===== config.mk =====
export PLATFORM = sky130hd
export DESIGN_NAME = gray_code_position_serializer
export DESIGN_NICKNAME = d
export VERILOG_FILES = /design/src/logic/position_serializer_pkg.sv /design/src/logic/pin_synchronizer.sv /design/src/logic/gray_code_position_serializer.sv
export SDC_FILE = /design/constraint.sdc
export NUM_CORES = 1
export LEC_CHECK = 0
export BUFFER_PORTS_ARGS = -buffer_cell sky130_fd_sc_hd__buf_2
export CAP_MARGIN = 30
export CORE_ASPECT_RATIO = 1.5
export CORE_UTILIZATION = 40
export CTS_CLUSTER_DIAMETER = 50
export DETAILED_ROUTE_END_ITERATION = 6
export REMOVE_ABC_BUFFERS = 1
export SYNTH_ARGS = -nofsm -noshare
export SYNTH_HDL_FRONTEND = slang
export SYNTH_SLANG_ARGS = --single-unit

===== constraint.sdc =====
create_clock -name I_CLK -period 8.9 [get_ports I_CLK]
set_input_delay 0.89 -clock I_CLK [delete_from_list [all_inputs] [get_ports I_CLK]]
set_output_delay 0.89 -clock I_CLK [all_outputs]
set_load 0.02 [all_outputs]

===== src/logic/position_serializer_pkg.sv =====
// Constants shared by the position serializer design files
package position_serializer_pkg;

  // Position word layout
  localparam int COARSE_BITS = 11;
  localparam int FINE_BITS = 4;
  localparam int CODE_BITS = 12;
  localparam int WORD_BITS = 16;
  localparam int STEPS_PER_REV = 4096;

  // Clock and speed limits
  localparam longint CLK_HZ = 100000000;
  localparam longint FINE_LIMIT_RPM = 1000;
  localparam longint CODE_LIMIT_RPM = 12000;
  localparam longint SHIFT_CLK_MAX_HZ = 16000000;
  // Least time between two 12-bit steps, rounded up to whole cycles
  localparam longint FINE_MIN_CYCLES_L =
    (CLK_HZ * 60 + FINE_LIMIT_RPM * STEPS_PER_REV - 1) / (FINE_LIMIT_RPM * STEPS_PER_REV);
  localparam longint CODE_MIN_CYCLES_L =
    (CLK_HZ * 60 + CODE_LIMIT_RPM * STEPS_PER_REV - 1) / (CODE_LIMIT_RPM * STEPS_PER_REV);
  localparam int GAP_W = 12;
  localparam logic [GAP_W-1:0] FINE_MIN_CYCLES = GAP_W'(FINE_MIN_CYCLES_L);
  localparam logic [GAP_W-1:0] CODE_MIN_CYCLES = GAP_W'(CODE_MIN_CYCLES_L);

  // Register byte offsets
  localparam logic [7:0] OFS_CTRL = 8'h00;
  localparam logic [7:0] OFS_POSITION = 8'h04;
  localparam logic [7:0] OFS_STATUS = 8'h08;
  localparam logic [7:0] OFS_MASK = 8'h0c;
  localparam logic [7:0] OFS_PINS = 8'h10;

  // Control fields
  localparam int CTRL_FREEZE = 0;
  localparam logic [0:0] CTRL_RESET = 1'h0;

  // Status and mask fields
  localparam int EV_BITS = 3;
  localparam int EV_LIGHT_ERROR = 0;
  localparam int EV_FINE_OVERSPEED = 1;
  localparam int EV_CODE_JUMP = 2;
  localparam logic [EV_BITS-1:0] STATUS_RESET = 3'h0;
  localparam logic [EV_BITS-1:0] MASK_RESET = 3'h0;

  // Pin status fields
  localparam int PIN_CORR_EN = 0;
  localparam int PIN_TOP_INV = 1;
  localparam int PIN_LOAD_SEL = 2;
  localparam int PIN_LIGHT_ERR = 3;
  localparam int PIN_SINE = 4;
  localparam int PIN_COSINE = 5;
  localparam int PIN_FINE_VALID = 6;

  // AXI responses
  localparam logic [1:0] RESP_OKAY = 2'h0;
  localparam logic [1:0] RESP_SLVERR = 2'h2;

  // Shift register mode
  typedef enum logic [1:0] {
    MODE_LOAD = 2'b01,
    MODE_SHIFT = 2'b10
  } shift_mode_t;

endpackage


===== src/logic/pin_synchronizer.sv =====
// Two-stage synchroniser for a bundle of pin inputs
`timescale 1ns/1ps
module pin_synchronizer #(
  parameter int WIDTH = 1
) (
  input wire logic i_clk,
  input wire logic i_rst,
  input wire logic [WIDTH-1:0] i_async,
  output logic [WIDTH-1:0] o_sync
);

  logic [WIDTH-1:0] stage1;

  // First stage feeds only the second stage
  always_ff @(posedge i_clk or posedge i_rst) begin
    if (i_rst) begin
      stage1 <= '0;
      o_sync <= '0;
    end else begin
      stage1 <= i_async;
      o_sync <= stage1;
    end
  end

endmodule


===== src/logic/gray_code_position_serializer.sv =====
// Gray position word builder, serial shift register, light alarm and AXI4-Lite registers
//
// Overview of operation
// - Word is 12 Gray bits plus four fine bits
// - Fine bits trusted only up to 1000 RPM
// - Upper twelve bits stay monotone to 12000 RPM
// - Correction aligns coarse edges to sine/cosine
// - Correction touches only upper twelve bits
// - Correction enable pin: 1 on, 0 off
// - Serial output sends top bit first
// - Invert pin flips the top code bit
// - Invert active at 1, plain at 0
// - Cascade input enters far register end
// - Select pin: 1 load, 0 shift
// - Load mode outputs captured top bit
// - Each shift clock presents next bit
// - Shift clock up to 16 MHz
// - Light error raised on LED regulation limit
// - Sine/cosine digitized, used as references
//
// Added by the designer: the register addresses and the AXI4-Lite interface to the registers.
`timescale 1ns/1ps
module gray_code_position_serializer
  import position_serializer_pkg::*;
#(
  parameter int ADDR_W = 8
) (
  input wire logic I_CLK,
  input wire logic I_SYS_RST,
  input wire logic [COARSE_BITS-1:0] I_COARSE_TRACK_BITS,
  input wire logic I_SINE_DIGITAL_BIT,
  input wire logic I_COSINE_DIGITAL_BIT,
  input wire logic [FINE_BITS-1:0] I_INTERPOLATED_FINE_BITS,
  input wire logic I_GRAY_CORRECTION_ENABLE,
  input wire logic I_TOP_BIT_INVERT,
  input wire logic I_LOAD_SHIFT_SELECT,
  input wire logic I_SHIFT_CLOCK,
  input wire logic I_CASCADE_IN,
  input wire logic I_LED_LIMIT_EXCEEDED,
  output logic O_SERIAL_DATA,
  output logic O_LIGHT_ERROR_FLAG,
  output logic O_SINE_DIGITAL_BIT,
  output logic O_COSINE_DIGITAL_BIT,
  output logic O_IRQ,
  input wire logic [ADDR_W-1:0] I_AWADDR,
  input wire logic I_AWVALID,
  output logic O_AWREADY,
  input wire logic [31:0] I_WDATA,
  input wire logic [3:0] I_WSTRB,
  input wire logic I_WVALID,
  output logic O_WREADY,
  output logic [1:0] O_BRESP,
  output logic O_BVALID,
  input wire logic I_BREADY,
  input wire logic [ADDR_W-1:0] I_ARADDR,
  input wire logic I_ARVALID,
  output logic O_ARREADY,
  output logic [31:0] O_RDATA,
  output logic [1:0] O_RRESP,
  output logic O_RVALID,
  input wire logic I_RREADY
);

  function automatic logic [CODE_BITS-1:0] gray_to_bin(input logic [CODE_BITS-1:0] g);
    logic [CODE_BITS-1:0] b;
    b = '0;
    b[CODE_BITS-1] = g[CODE_BITS-1];
    for (int i = CODE_BITS - 2; i >= 0; i--) begin
      b[i] = b[i+1] ^ g[i];
    end
    return b;
  endfunction

  function automatic logic [CODE_BITS-1:0] bin_to_gray(input logic [CODE_BITS-1:0] b);
    return b ^ (b >> 1);
  endfunction

  localparam int SYNC_W = COARSE_BITS + FINE_BITS + 8;

  // Every pin crosses two flip-flops before use
  logic [SYNC_W-1:0] pins_sync;
  pin_synchronizer #(
    .WIDTH(SYNC_W)
  ) u_pin_sync (
    .i_clk(I_CLK),
    .i_rst(I_SYS_RST),
    .i_async({I_COARSE_TRACK_BITS, I_INTERPOLATED_FINE_BITS, I_SINE_DIGITAL_BIT, I_COSINE_DIGITAL_BIT,
              I_GRAY_CORRECTION_ENABLE, I_TOP_BIT_INVERT, I_LOAD_SHIFT_SELECT, I_SHIFT_CLOCK,
              I_CASCADE_IN, I_LED_LIMIT_EXCEEDED}),
    .o_sync(pins_sync)
  );

  wire [COARSE_BITS-1:0] coarse = pins_sync[SYNC_W-1 -: COARSE_BITS];
  wire [FINE_BITS-1:0] fine = pins_sync[FINE_BITS+7 -: FINE_BITS];
  wire sine = pins_sync[7];
  wire cosine = pins_sync[6];
  wire corr_en = pins_sync[5];
  wire top_inv = pins_sync[4];
  wire load_sel = pins_sync[3];
  wire shift_clk = pins_sync[2];
  wire cascade = pins_sync[1];
  wire led_limit = pins_sync[0];

  // Position word assembly
  logic ctrl_freeze;
  logic [WORD_BITS-1:0] pos_word;

  // Coarse binary from the eleven track bits alone; its lsb should equal cosine
  wire [CODE_BITS-1:0] coarse_bin_full = gray_to_bin({coarse, 1'b0});
  wire [COARSE_BITS-1:0] coarse_bin = coarse_bin_full[CODE_BITS-1:1];
  wire quarter_lsb = sine ^ cosine;
  wire coarse_mismatch = coarse_bin[0] ^ cosine;
  // Just after a cosine edge the coarse track lags, just before it leads
  wire [COARSE_BITS-1:0] coarse_fixed = !coarse_mismatch ? coarse_bin :
                                        quarter_lsb ? COARSE_BITS'(coarse_bin - 1'b1) :
                                        COARSE_BITS'(coarse_bin + 1'b1);
  wire [CODE_BITS-1:0] corrected_gray = bin_to_gray({coarse_fixed, quarter_lsb});
  wire [CODE_BITS-1:0] raw_gray = {coarse, sine};
  wire [CODE_BITS-1:0] code_gray = corr_en ? corrected_gray : raw_gray;
  wire [CODE_BITS-1:0] out_gray = {code_gray[CODE_BITS-1] ^ top_inv, code_gray[CODE_BITS-2:0]};
  // Fine bits bypass the correction path untouched
  wire [WORD_BITS-1:0] next_pos_word = {out_gray, fine};

  always_ff @(posedge I_CLK or posedge I_SYS_RST) begin
    if (I_SYS_RST) begin
      pos_word <= '0;
    end else if (!ctrl_freeze) begin
      pos_word <= next_pos_word;
    end
  end

  // Speed and monotonicity monitor on the 12-bit code
  logic [CODE_BITS-1:0] prev_bin;
  logic [GAP_W-1:0] step_gap;
  logic fine_valid;
  logic monitor_armed;
  wire [CODE_BITS-1:0] code_bin = gray_to_bin(code_gray);
  wire [CODE_BITS-1:0] code_delta = CODE_BITS'(code_bin - prev_bin);
  wire code_moved = monitor_armed && (code_bin != prev_bin);
  wire single_step = (code_delta == CODE_BITS'(1)) || (code_delta == {CODE_BITS{1'b1}});
  wire too_fast_fine = code_moved && (step_gap < FINE_MIN_CYCLES);
  // A skip of more than one step, or steps closer than the 12000 RPM pace
  wire code_jump = code_moved && (!single_step || step_gap < CODE_MIN_CYCLES);

  always_ff @(posedge I_CLK or posedge I_SYS_RST) begin
    if (I_SYS_RST) begin
      prev_bin <= '0;
      step_gap <= '0;
      fine_valid <= 1'b0;
      monitor_armed <= 1'b0;
    end else begin
      monitor_armed <= 1'b1;
      prev_bin <= code_bin;
      if (code_moved) begin
        step_gap <= '0;
        fine_valid <= !too_fast_fine;
      end else if (step_gap != {GAP_W{1'b1}}) begin
        step_gap <= GAP_W'(step_gap + 1'b1);
      end
    end
  end

  // Serial shift register, stepped by the sampled shift clock
  logic shift_clk_d;
  logic [WORD_BITS-1:0] shreg;
  shift_mode_t mode;
  // Edge seen about three cycles after the pin; fine at 16 MHz with a 100 MHz clock
  wire shift_rise = shift_clk && !shift_clk_d;
  shift_mode_t next_mode;
  assign next_mode = load_sel ? MODE_LOAD : MODE_SHIFT;
  logic [WORD_BITS-1:0] next_shreg;

  always_comb begin
    next_shreg = shreg;
    case (mode)
      MODE_LOAD: next_shreg = pos_word;
      MODE_SHIFT: begin
        if (shift_rise) begin
          next_shreg = {shreg[WORD_BITS-2:0], cascade};
        end
      end
      default: next_shreg = pos_word;
    endcase
  end

  always_ff @(posedge I_CLK or posedge I_SYS_RST) begin
    if (I_SYS_RST) begin
      shift_clk_d <= 1'b0;
      mode <= MODE_LOAD;
      shreg <= '0;
      O_SERIAL_DATA <= 1'b0;
    end else begin
      shift_clk_d <= shift_clk;
      mode <= next_mode;
      shreg <= next_shreg;
      // Settles right after the rising edge, so it holds while the clock is low
      O_SERIAL_DATA <= next_shreg[WORD_BITS-1];
    end
  end

  // Pin outputs
  always_ff @(posedge I_CLK or posedge I_SYS_RST) begin
    if (I_SYS_RST) begin
      O_LIGHT_ERROR_FLAG <= 1'b0;
      O_SINE_DIGITAL_BIT <= 1'b0;
      O_COSINE_DIGITAL_BIT <= 1'b0;
    end else begin
      O_LIGHT_ERROR_FLAG <= led_limit;
      O_SINE_DIGITAL_BIT <= sine;
      O_COSINE_DIGITAL_BIT <= cosine;
    end
  end

  // Events and interrupt
  logic light_d;
  logic [EV_BITS-1:0] status;
  logic [EV_BITS-1:0] mask;
  logic [EV_BITS-1:0] events;
  logic [EV_BITS-1:0] status_clear;

  always_comb begin
    events = '0;
    events[EV_LIGHT_ERROR] = led_limit && !light_d;
    events[EV_FINE_OVERSPEED] = too_fast_fine;
    events[EV_CODE_JUMP] = code_jump;
  end

  wire [EV_BITS-1:0] next_status = (status & ~status_clear) | events;

  always_ff @(posedge I_CLK or posedge I_SYS_RST) begin
    if (I_SYS_RST) begin
      light_d <= 1'b0;
      status <= STATUS_RESET;
      O_IRQ <= 1'b0;
    end else begin
      light_d <= led_limit;
      // A new event wins over a clear in the same cycle
      status <= next_status;
      O_IRQ <= |(next_status & mask);
    end
  end

  // AXI4-Lite write channel
  logic [ADDR_W-1:0] aw_addr;
  logic [31:0] w_data;
  logic [3:0] w_strb;
  wire aw_take = I_AWVALID && O_AWREADY;
  wire w_take = I_WVALID && O_WREADY;
  wire wr_fire = !O_AWREADY && !O_WREADY && !O_BVALID;
  wire [7:0] wr_ofs = 8'(aw_addr);
  wire wr_hit_ctrl = wr_ofs == OFS_CTRL;
  wire wr_hit_status = wr_ofs == OFS_STATUS;
  wire wr_hit_mask = wr_ofs == OFS_MASK;
  wire wr_ro = (wr_ofs == OFS_POSITION) || (wr_ofs == OFS_PINS);
  wire wr_known = wr_hit_ctrl || wr_hit_status || wr_hit_mask || wr_ro;

  always_comb begin
    status_clear = '0;
    if (wr_fire && wr_hit_status && w_strb[0]) begin
      status_clear = w_data[EV_BITS-1:0];
    end
  end

  always_ff @(posedge I_CLK or posedge I_SYS_RST) begin
    if (I_SYS_RST) begin
      O_AWREADY <= 1'b1;
      O_WREADY <= 1'b1;
      O_BVALID <= 1'b0;
      O_BRESP <= RESP_OKAY;
      aw_addr <= '0;
      w_data <= '0;
      w_strb <= '0;
    end else begin
      if (aw_take) begin
        aw_addr <= I_AWADDR;
        O_AWREADY <= 1'b0;
      end
      if (w_take) begin
        w_data <= I_WDATA;
        w_strb <= I_WSTRB;
        O_WREADY <= 1'b0;
      end
      if (wr_fire) begin
        O_BVALID <= 1'b1;
        O_BRESP <= wr_known ? RESP_OKAY : RESP_SLVERR;
      end
      if (O_BVALID && I_BREADY) begin
        O_BVALID <= 1'b0;
        O_AWREADY <= 1'b1;
        O_WREADY <= 1'b1;
      end
    end
  end

  always_ff @(posedge I_CLK or posedge I_SYS_RST) begin
    if (I_SYS_RST) begin
      ctrl_freeze <= CTRL_RESET;
      mask <= MASK_RESET;
    end else if (wr_fire && w_strb[0]) begin
      if (wr_hit_ctrl) begin
        ctrl_freeze <= w_data[CTRL_FREEZE];
      end
      if (wr_hit_mask) begin
        mask <= w_data[EV_BITS-1:0];
      end
    end
  end

  // AXI4-Lite read channel
  logic [31:0] pin_word;
  always_comb begin
    pin_word = '0;
    pin_word[PIN_CORR_EN] = corr_en;
    pin_word[PIN_TOP_INV] = top_inv;
    pin_word[PIN_LOAD_SEL] = load_sel;
    pin_word[PIN_LIGHT_ERR] = led_limit;
    pin_word[PIN_SINE] = sine;
    pin_word[PIN_COSINE] = cosine;
    pin_word[PIN_FINE_VALID] = fine_valid;
  end

  wire [7:0] rd_ofs = 8'(I_ARADDR);
  wire rd_hit_ctrl = rd_ofs == OFS_CTRL;
  wire rd_hit_pos = rd_ofs == OFS_POSITION;
  wire rd_hit_status = rd_ofs == OFS_STATUS;
  wire rd_hit_mask = rd_ofs == OFS_MASK;
  wire rd_hit_pins = rd_ofs == OFS_PINS;
  wire rd_known = rd_hit_ctrl || rd_hit_pos || rd_hit_status || rd_hit_mask || rd_hit_pins;
  wire [31:0] rd_value = rd_hit_ctrl ? 32'(ctrl_freeze) :
                         rd_hit_pos ? 32'(pos_word) :
                         rd_hit_status ? 32'(status) :
                         rd_hit_mask ? 32'(mask) :
                         rd_hit_pins ? pin_word : 32'h0;
  wire ar_take = I_ARVALID && O_ARREADY;

  always_ff @(posedge I_CLK or posedge I_SYS_RST) begin
    if (I_SYS_RST) begin
      O_ARREADY <= 1'b1;
      O_RVALID <= 1'b0;
      O_RDATA <= '0;
      O_RRESP <= RESP_OKAY;
    end else if (ar_take) begin
      O_ARREADY <= 1'b0;
      O_RVALID <= 1'b1;
      O_RDATA <= rd_value;
      O_RRESP <= rd_known ? RESP_OKAY : RESP_SLVERR;
    end else if (O_RVALID && I_RREADY) begin
      O_RVALID <= 1'b0;
      O_ARREADY <= 1'b1;
    end
  end

endmodule


* After elaboration in Yosys (flattened, before gate mapping)
Cells that the tools add are included.
** Operators by class
- Add/subtract/negate cells :: 4
- Magnitude comparators :: 2
- Eq/ne operators :: 14
- Muxes and demuxes :: 26
- Bitwise gates (word level) :: 29
- Reductions and logical operators :: 42
** Operators with widths (number)
- 2-to-1 mux 16 bit :: 4
- 2-to-1 mux 12 bit :: 3
- equality test 8 x 4 -> 1 bit (second input constant) :: 4
- bitwise XOR 1 bit :: 24
- 2-to-1 mux 11 bit :: 2
- 2-to-1 mux 7 bit :: 3
- equality test 8 x 3 -> 1 bit (second input constant) :: 2
- equality test 8 x 5 -> 1 bit (second input constant) :: 2
- zero test 8 bit :: 2
- logical AND 1 bit :: 15
- adder 12 x 1 -> 12 bit (second input constant) :: 1
- equality test 12 x 1 -> 1 bit (second input constant) :: 1
- equality test 12 bit (second input constant) :: 1
- less-than comparator 12 x 11 -> 1 bit (second input constant) :: 1
- less-than comparator 12 x 7 -> 1 bit (second input constant) :: 1
- inequality test 12 bit :: 1
- inequality test 12 bit (second input constant) :: 1
- subtractor 12 bit :: 1
- bitwise XOR 12 x 11 -> 12 bit :: 1
- adder 11 x 1 -> 11 bit (second input constant) :: 1
- subtractor 11 x 1 -> 11 bit (second input constant) :: 1
- logical OR 1 bit :: 10
- 2-to-1 mux 1 bit :: 10
- nonzero test 2 bit :: 5
- other kinds (10) :: 20
** Storage, ports and cells
- Register bits after elaboration :: 171
- Bits of input ports :: 82
- Output and inout port bits :: 46
- Logic and storage cells :: 146

* Longest topological paths before layout
- Depth in word-level cells :: 35
- Depth in mapped cells :: 35
- Gate-level depth less buffers :: 32

* Modules after synthesis
From an unflattened synthesis, not the netlist that was laid out.
** Unflattened totals
- Cell total of the unflattened synthesis :: 802
- Area total of the unflattened synthesis :: 8086.5 µm²
** Modules (own cells, without submodules)
- gray_code_position_serializer :: instances 1, cells each 755, area each 6931.6 µm², seq. area each 2682.6 µm²
- pin_synchronizer :: instances 1, cells each 47, area each 1154.9 µm², seq. area each 1151.1 µm²

* Worst setup path before layout
OpenSTA, ideal clock, no wires.
- Path type :: register -> register
- From :: reg u_pin_sync.o_sync[22]
- To :: reg O_IRQ
- Setup time :: 137 ps
- Data arrival time :: 7240 ps
- Data required time :: 8763 ps
- Slack :: 1523 ps
- Cell stages (with the launch flop) :: 35
- Buffers on the path :: 3
- Clock period less this slack :: 7377 ps
- Cell sequence :: dfrtp_1 -> xnor2_2 -> inv_2 -> xnor3_2 -> clkinv_2 -> buf_6 -> xnor2_1 -> ha_1 -> clkbuf_1 -> clkbuf_1 -> nor2_1 -> mux2_2 -> a21oi_1 -> o21ai_0 -> o311ai_0 -> o21ai_0 -> a31oi_1 -> xnor2_1 -> xnor2_1 -> xor2_1 -> ha_1 -> fa_1 -> inv_1 -> a21oi_1 -> o21a_1 -> nand3_1 -> or3_1 -> mux2i_1 -> a311oi_1 -> a31oi_1 -> a22oi_1 -> nor3_1 -> xor2_1 -> mux2i_1 -> o31ai_1
** Between the ends
- Cells in the longest elaborated chain, start to end :: 35
- Elaborated cells on any way between the ends :: 41
- Those cells by class :: 3 x add/sub; 3 x eq/ne; 3 x mux; 25 x bitwise; 7 x reduce/logical
** RTL lines
- from (decl) :: line pin_synchronizer.sv:9 : output logic [WIDTH-1:0] o_sync
- from (signal assigned) :: line pin_synchronizer.sv:21 : o_sync <= stage1;
- bitwise XOR 1 bit (10 in a row) :: line gray_code_position_serializer.sv:69 : b[i] = b[i+1] ^ g[i];
- adder 11 x 1 -> 11 bit or subtractor 11 x 1 -> 11 bit (tied branches) :: line gray_code_position_serializer.sv:116, gray_code_position_serializer.sv:115
- 2-to-1 mux 11 bit :: line gray_code_position_serializer.sv:115 : quarter_lsb ? COARSE_BITS'(coarse_bin - 1'b1) :
- 2-to-1 mux 11 bit :: line gray_code_position_serializer.sv:114 : wire [COARSE_BITS-1:0] coarse_fixed = !coarse_mismatch ? coarse_bin :
- bitwise XOR 12 x 11 -> 12 bit :: line gray_code_position_serializer.sv:75 : return b ^ (b >> 1);
- 2-to-1 mux 12 bit * :: line gray_code_position_serializer.sv:119 : wire [CODE_BITS-1:0] code_gray = corr_en ? corrected_gray : raw_gray;
- bitwise XOR 1 bit (8 in a row) :: line gray_code_position_serializer.sv:69
- bitwise XOR 1 bit * :: line gray_code_position_serializer.sv:69
- named net code_bin[2] :: line gray_code_position_serializer.sv:137 : wire [CODE_BITS-1:0] code_bin = gray_to_bin(code_gray);
- (+3 left out)
- equality test 12 x 1 -> 1 bit or equality test 12 bit (tied branches) :: line gray_code_position_serializer.sv:140 : wire single_step = (code_delta == CODE_BITS'(1)) || (code_delta == {CODE_BITS{1'b1}});
- logical OR 1 bit :: line gray_code_position_serializer.sv:140
- zero test 1 bit :: line gray_code_position_serializer.sv:143 : wire code_jump = code_moved && (!single_step || step_gap < CODE_MIN_CYCLES);
- logical OR 1 bit :: line gray_code_position_serializer.sv:143
- logical AND 1 bit :: line gray_code_position_serializer.sv:143
- OR 3 bit * :: line gray_code_position_serializer.sv:228 : wire [EV_BITS-1:0] next_status = (status & ~status_clear) | events;
- AND 3 bit * :: line gray_code_position_serializer.sv:239 : O_IRQ <= |(next_status & mask);
- OR reduction 3 bit * :: line gray_code_position_serializer.sv:239
- to (signal assigned) :: line gray_code_position_serializer.sv:239
- to (decl) :: line gray_code_position_serializer.sv:44 : output logic O_IRQ,
The timed path passes the listed nets; every way through them passes the cells marked *.
A chain may end at the register's enable or synchronous reset.

* Worst setup path after layout
Same ends and word-level chain as after synthesis.

==> results.py <==
metrics = {
    "critical_path": {
        "r2r-start": "u_pin_sync.o_sync[22]",
        "crit_path_end_kind": "register",
        "start_kind": "register",
        "critPathArrivalTime_ps": 7940,
        "crit_path_max_incr_delay_ps": 440,
        "path_class": "reg -> reg",
        "regToRegEndpoint": "O_IRQ",
        "cp_data_required_time_ps": 9200,
        "cp_max_fo": 12,
        "worstSetupStartpoint": "u_pin_sync.o_sync[22]",
        "r2r_cells": 31,
        "r2r_setup_slack_ps": 1270,
        "cp_slowest_cell": "dfrtp_1",
    },
    "sta": {
        "worst_slew_pin_slew_ps": 981,
        "finalHoldViolCount": 0,
        "final_max_slew_viol_count": 0,
        "fin_skew_ps": 10.0,
        "tns_ps": 0,
        "timing.fmax_ghz": 0.131,
        "layout_min_cycle_time_ps": 7630,
        "rsz0062_at_grt": "no",
        "setup_viol": 0,
        "finalCritPeriodShare": 0.858,
        "slew_headroom": 0.346,
    },
    "status": {
        "status": "finished clean",
    },
    "cells_and_area": {
        "drive_above_1_share": 0.164,
        "final_util": 0.464,
        "syn2layout_area_growth_pct": 13.6,
        "layout.cells.non_filler": 1281,
        "antenna_cells": 0,
        "nNetsFinal": 1094,
    },
    "drt": {
        "vias": 6797,
        "via_per_inst": 5.31,
        "post-route-drc-count": 0,
        "wire_per_inst_um": 15.4,
        "antenna_left": 0,
        "wl_um": 19700,
        "first_pass_iters": 5,
        "first_iter_violations": 378,
    },
    "min_path": {
        "hp-class": "reg -> reg",
        "whs_endpoint": "u_pin_sync.o_sync[12]",
        "worstHoldStart": "u_pin_sync.stage1[12]",
        "hold_path_depth": 0,
    },
    "placed_design": {
        "gp_congestion": 0.874,
        "port_buffers": 77,
        "hpwl_um": 14400,
        "placed_cells": 1249,
    },
    "power_and_ir_drop": {
        "vdd_drop_max_v": 0.000184,
        "leakage_uw": 0.00445,
        "p_per_area_mw_per_mm2": 333,
    },
    "clock_tree": {
        "path_clk_slew_ps": 60,
        "cts_resized": 0,
        "clock-root-buffer": "clkbuf_16",
        "insertion_delay_ps": 440,
        "cts_buffers": 17,
        "htree_levels": 4,
        "cts_hold_buffers": 0,
        "cts_tree": "done",
        "clock_sinks": 153,
        "postCtsSetupBuffers": 0,
        "cts_buffer_depth": 2,
    },
    "floorplan": {
        "die-height_um": 184,
        "die_w_um": 123,
        "core.rowCount": 66,
        "io_pins": 128,
        "dieArea_mm2": 0.0227,
        "start_util": 0.408,
        "core-area_mm2": 0.0216,
    },
    "logic_synthesis": {
        "syn-cell-area_mm2": 0.00884,
        "async_flop_share": 1.00,
        "synth_warnings": 0,
        "syn_avg_cell_area_um2": 9.46,
        "ys_seq_area_frac": 0.434,
        "synth-edff-count": 0,
        "ys_types": 83,
        "ys_ff_latch": 153,
        "synthFlopType": "dfrtp_1",
        "syn_inst": 934,
    },
    "global_routing": {
        "overflow": 0,
        "grt_pass1_wl_um": 32300,
        "grt_max_degree": 87,
        "antenna_found_initial": 0,
        "grt_pass1_vias": 6525,
        "track_usage": 0.183,
    },
    "flow_run": {
        "maxCapViolations": 0,
    },
}
==> Yosys cell counts, drive strengths merged, types with 10 or more instances <==
cell type  count  area share
nor2          74       0.031
clkbuf        35       0.015
o21ai         66       0.037
xor2          21       0.021
nor2b         10      0.0071
a21oi         39       0.023
nand4         14      0.0099
ha            15       0.021
inv           45       0.019
o211ai        12       0.011
nand3         22       0.012
mux2i         34       0.039
dfrtp        149        0.42
xnor2         43       0.045
and3          13      0.0092
mux2          25       0.032
nor3          22       0.013
buf           28       0.022
nand2         99       0.042
a31oi         17       0.012
==> layout make-up <==
cell class,instances,area [um2]
clock buffers,23,458
multi-input cells,689,4570
repair buffers,89,495
fillers,2095,11600
well taps,272,340
flip-flops and latches,153,3830
inverters,46,179
clock inverters,9,163
==> cell families (layout without fill, tap and decap cells) <==
kind of cell	after synthesis	count (layout)	share of synthesized area
other	2	19	0.000850
AOI/OAI and AO/OA	220	220	0.164
muxes	59	59	0.0704
adders and majority gates	17	17	0.0246
buffers and inverters	109	167	0.0562
and+or+nand+nor	302	302	0.163
DFF	153	153	0.434
xor gates and xnor gates	72	72	0.0868
==> worst max path at each step <==
stage / endpoint / slack [ps] / cells after the start
after floorplan: O_IRQ / 1610 / 31
after detailed placement: O_IRQ / 1280 / 31
final: O_IRQ / 1270 / 31
after global placement: O_IRQ / 1330 / 31
after CTS: O_IRQ / 1250 / 31
after global routing: O_IRQ / 560 / 31
==> layer usage <==
| layer | GRT usage | wire length, um | up-vias |
|---|---|---|---|
| li1 | - | - | 3412 |
| met1 | 0.223 | 8640 | 3234 |
| met2 | 0.312 | 10000 | 120 |
| met3 | 0.0344 | 556 | 31 |
| met4 | 0.0761 | 512 | 0 |
| met5 | 0 | 0 | - |
==> registers in the layout, indices dropped and copies added, names as in the netlist, 2 cells and up <==
signal and cells:
u_pin_sync.o_sync 23, u_pin_sync.stage1 23, O_RDATA 16, pos_word 16
shreg 15, prev_bin 12, step_gap 12, aw_addr 8
mask 3, status 3, w_data 3, mode 2
==> metrics by stage <==
stage,power (uW),hold slack [ps],worst slack [ps],cell area [um2]
2_1_floorplan,2190,331,1610,8580
3_3_place_gp,2550,332,1330,9390
3_5_place_dp,2580,335,1280,9420
4_1_cts,3360,348,1250,10000
5_1_grt,3590,353,562,10000
6_report,3340,346,1270,10000
==> critical path, delay by kind of cell, from the launching register on <==
| family | cells | cell delay [ps] |
|---|---|---|
| fa+ha+maj | 3 | 850 |
| compound gates | 11 | 2310 |
| simple gates | 4 | 810 |
| xor+xnor | 8 | 2370 |
| mux | 2 | 460 |
| flops | 1 | 440 |
| buf+inv | 3 | 250 |
==> power breakdown <==
part / internal [uW] / leakage, uW / switching [uW]
sequential: 834 / 0.00185 / 139
combinational: 677 / 0.00229 / 919
clock: 481 / 0.000302 / 294
total: 1990 / 0.00445 / 1350
==> placed cells by master, fill, tap and decap left out, types with 6 or more instances in the layout <==
cell       count
a2111oi_0      7
a211oi_1       6
a21o_1         9
a21oi_1       38
a31oi_1       17
and2_1         7
and3_1        13
buf_2         77
buf_4         11
clkbuf_16     17
conb_1        19
dfrtp_1      149
ha_1          15
inv_1         42
mux2_2        25
mux2i_1       34
nand2_1       99
nand2b_1       6
nand3_1       22
nand4_1       14
nor2_1        74
nor2b_1        9
nor3_1        21
o211ai_1      11
o21ai_0       66
o31ai_1        7
or4_1          7
xnor2_1       40
xnor3_1        6
xor2_1        21
(Power assumes the default switching activity.)
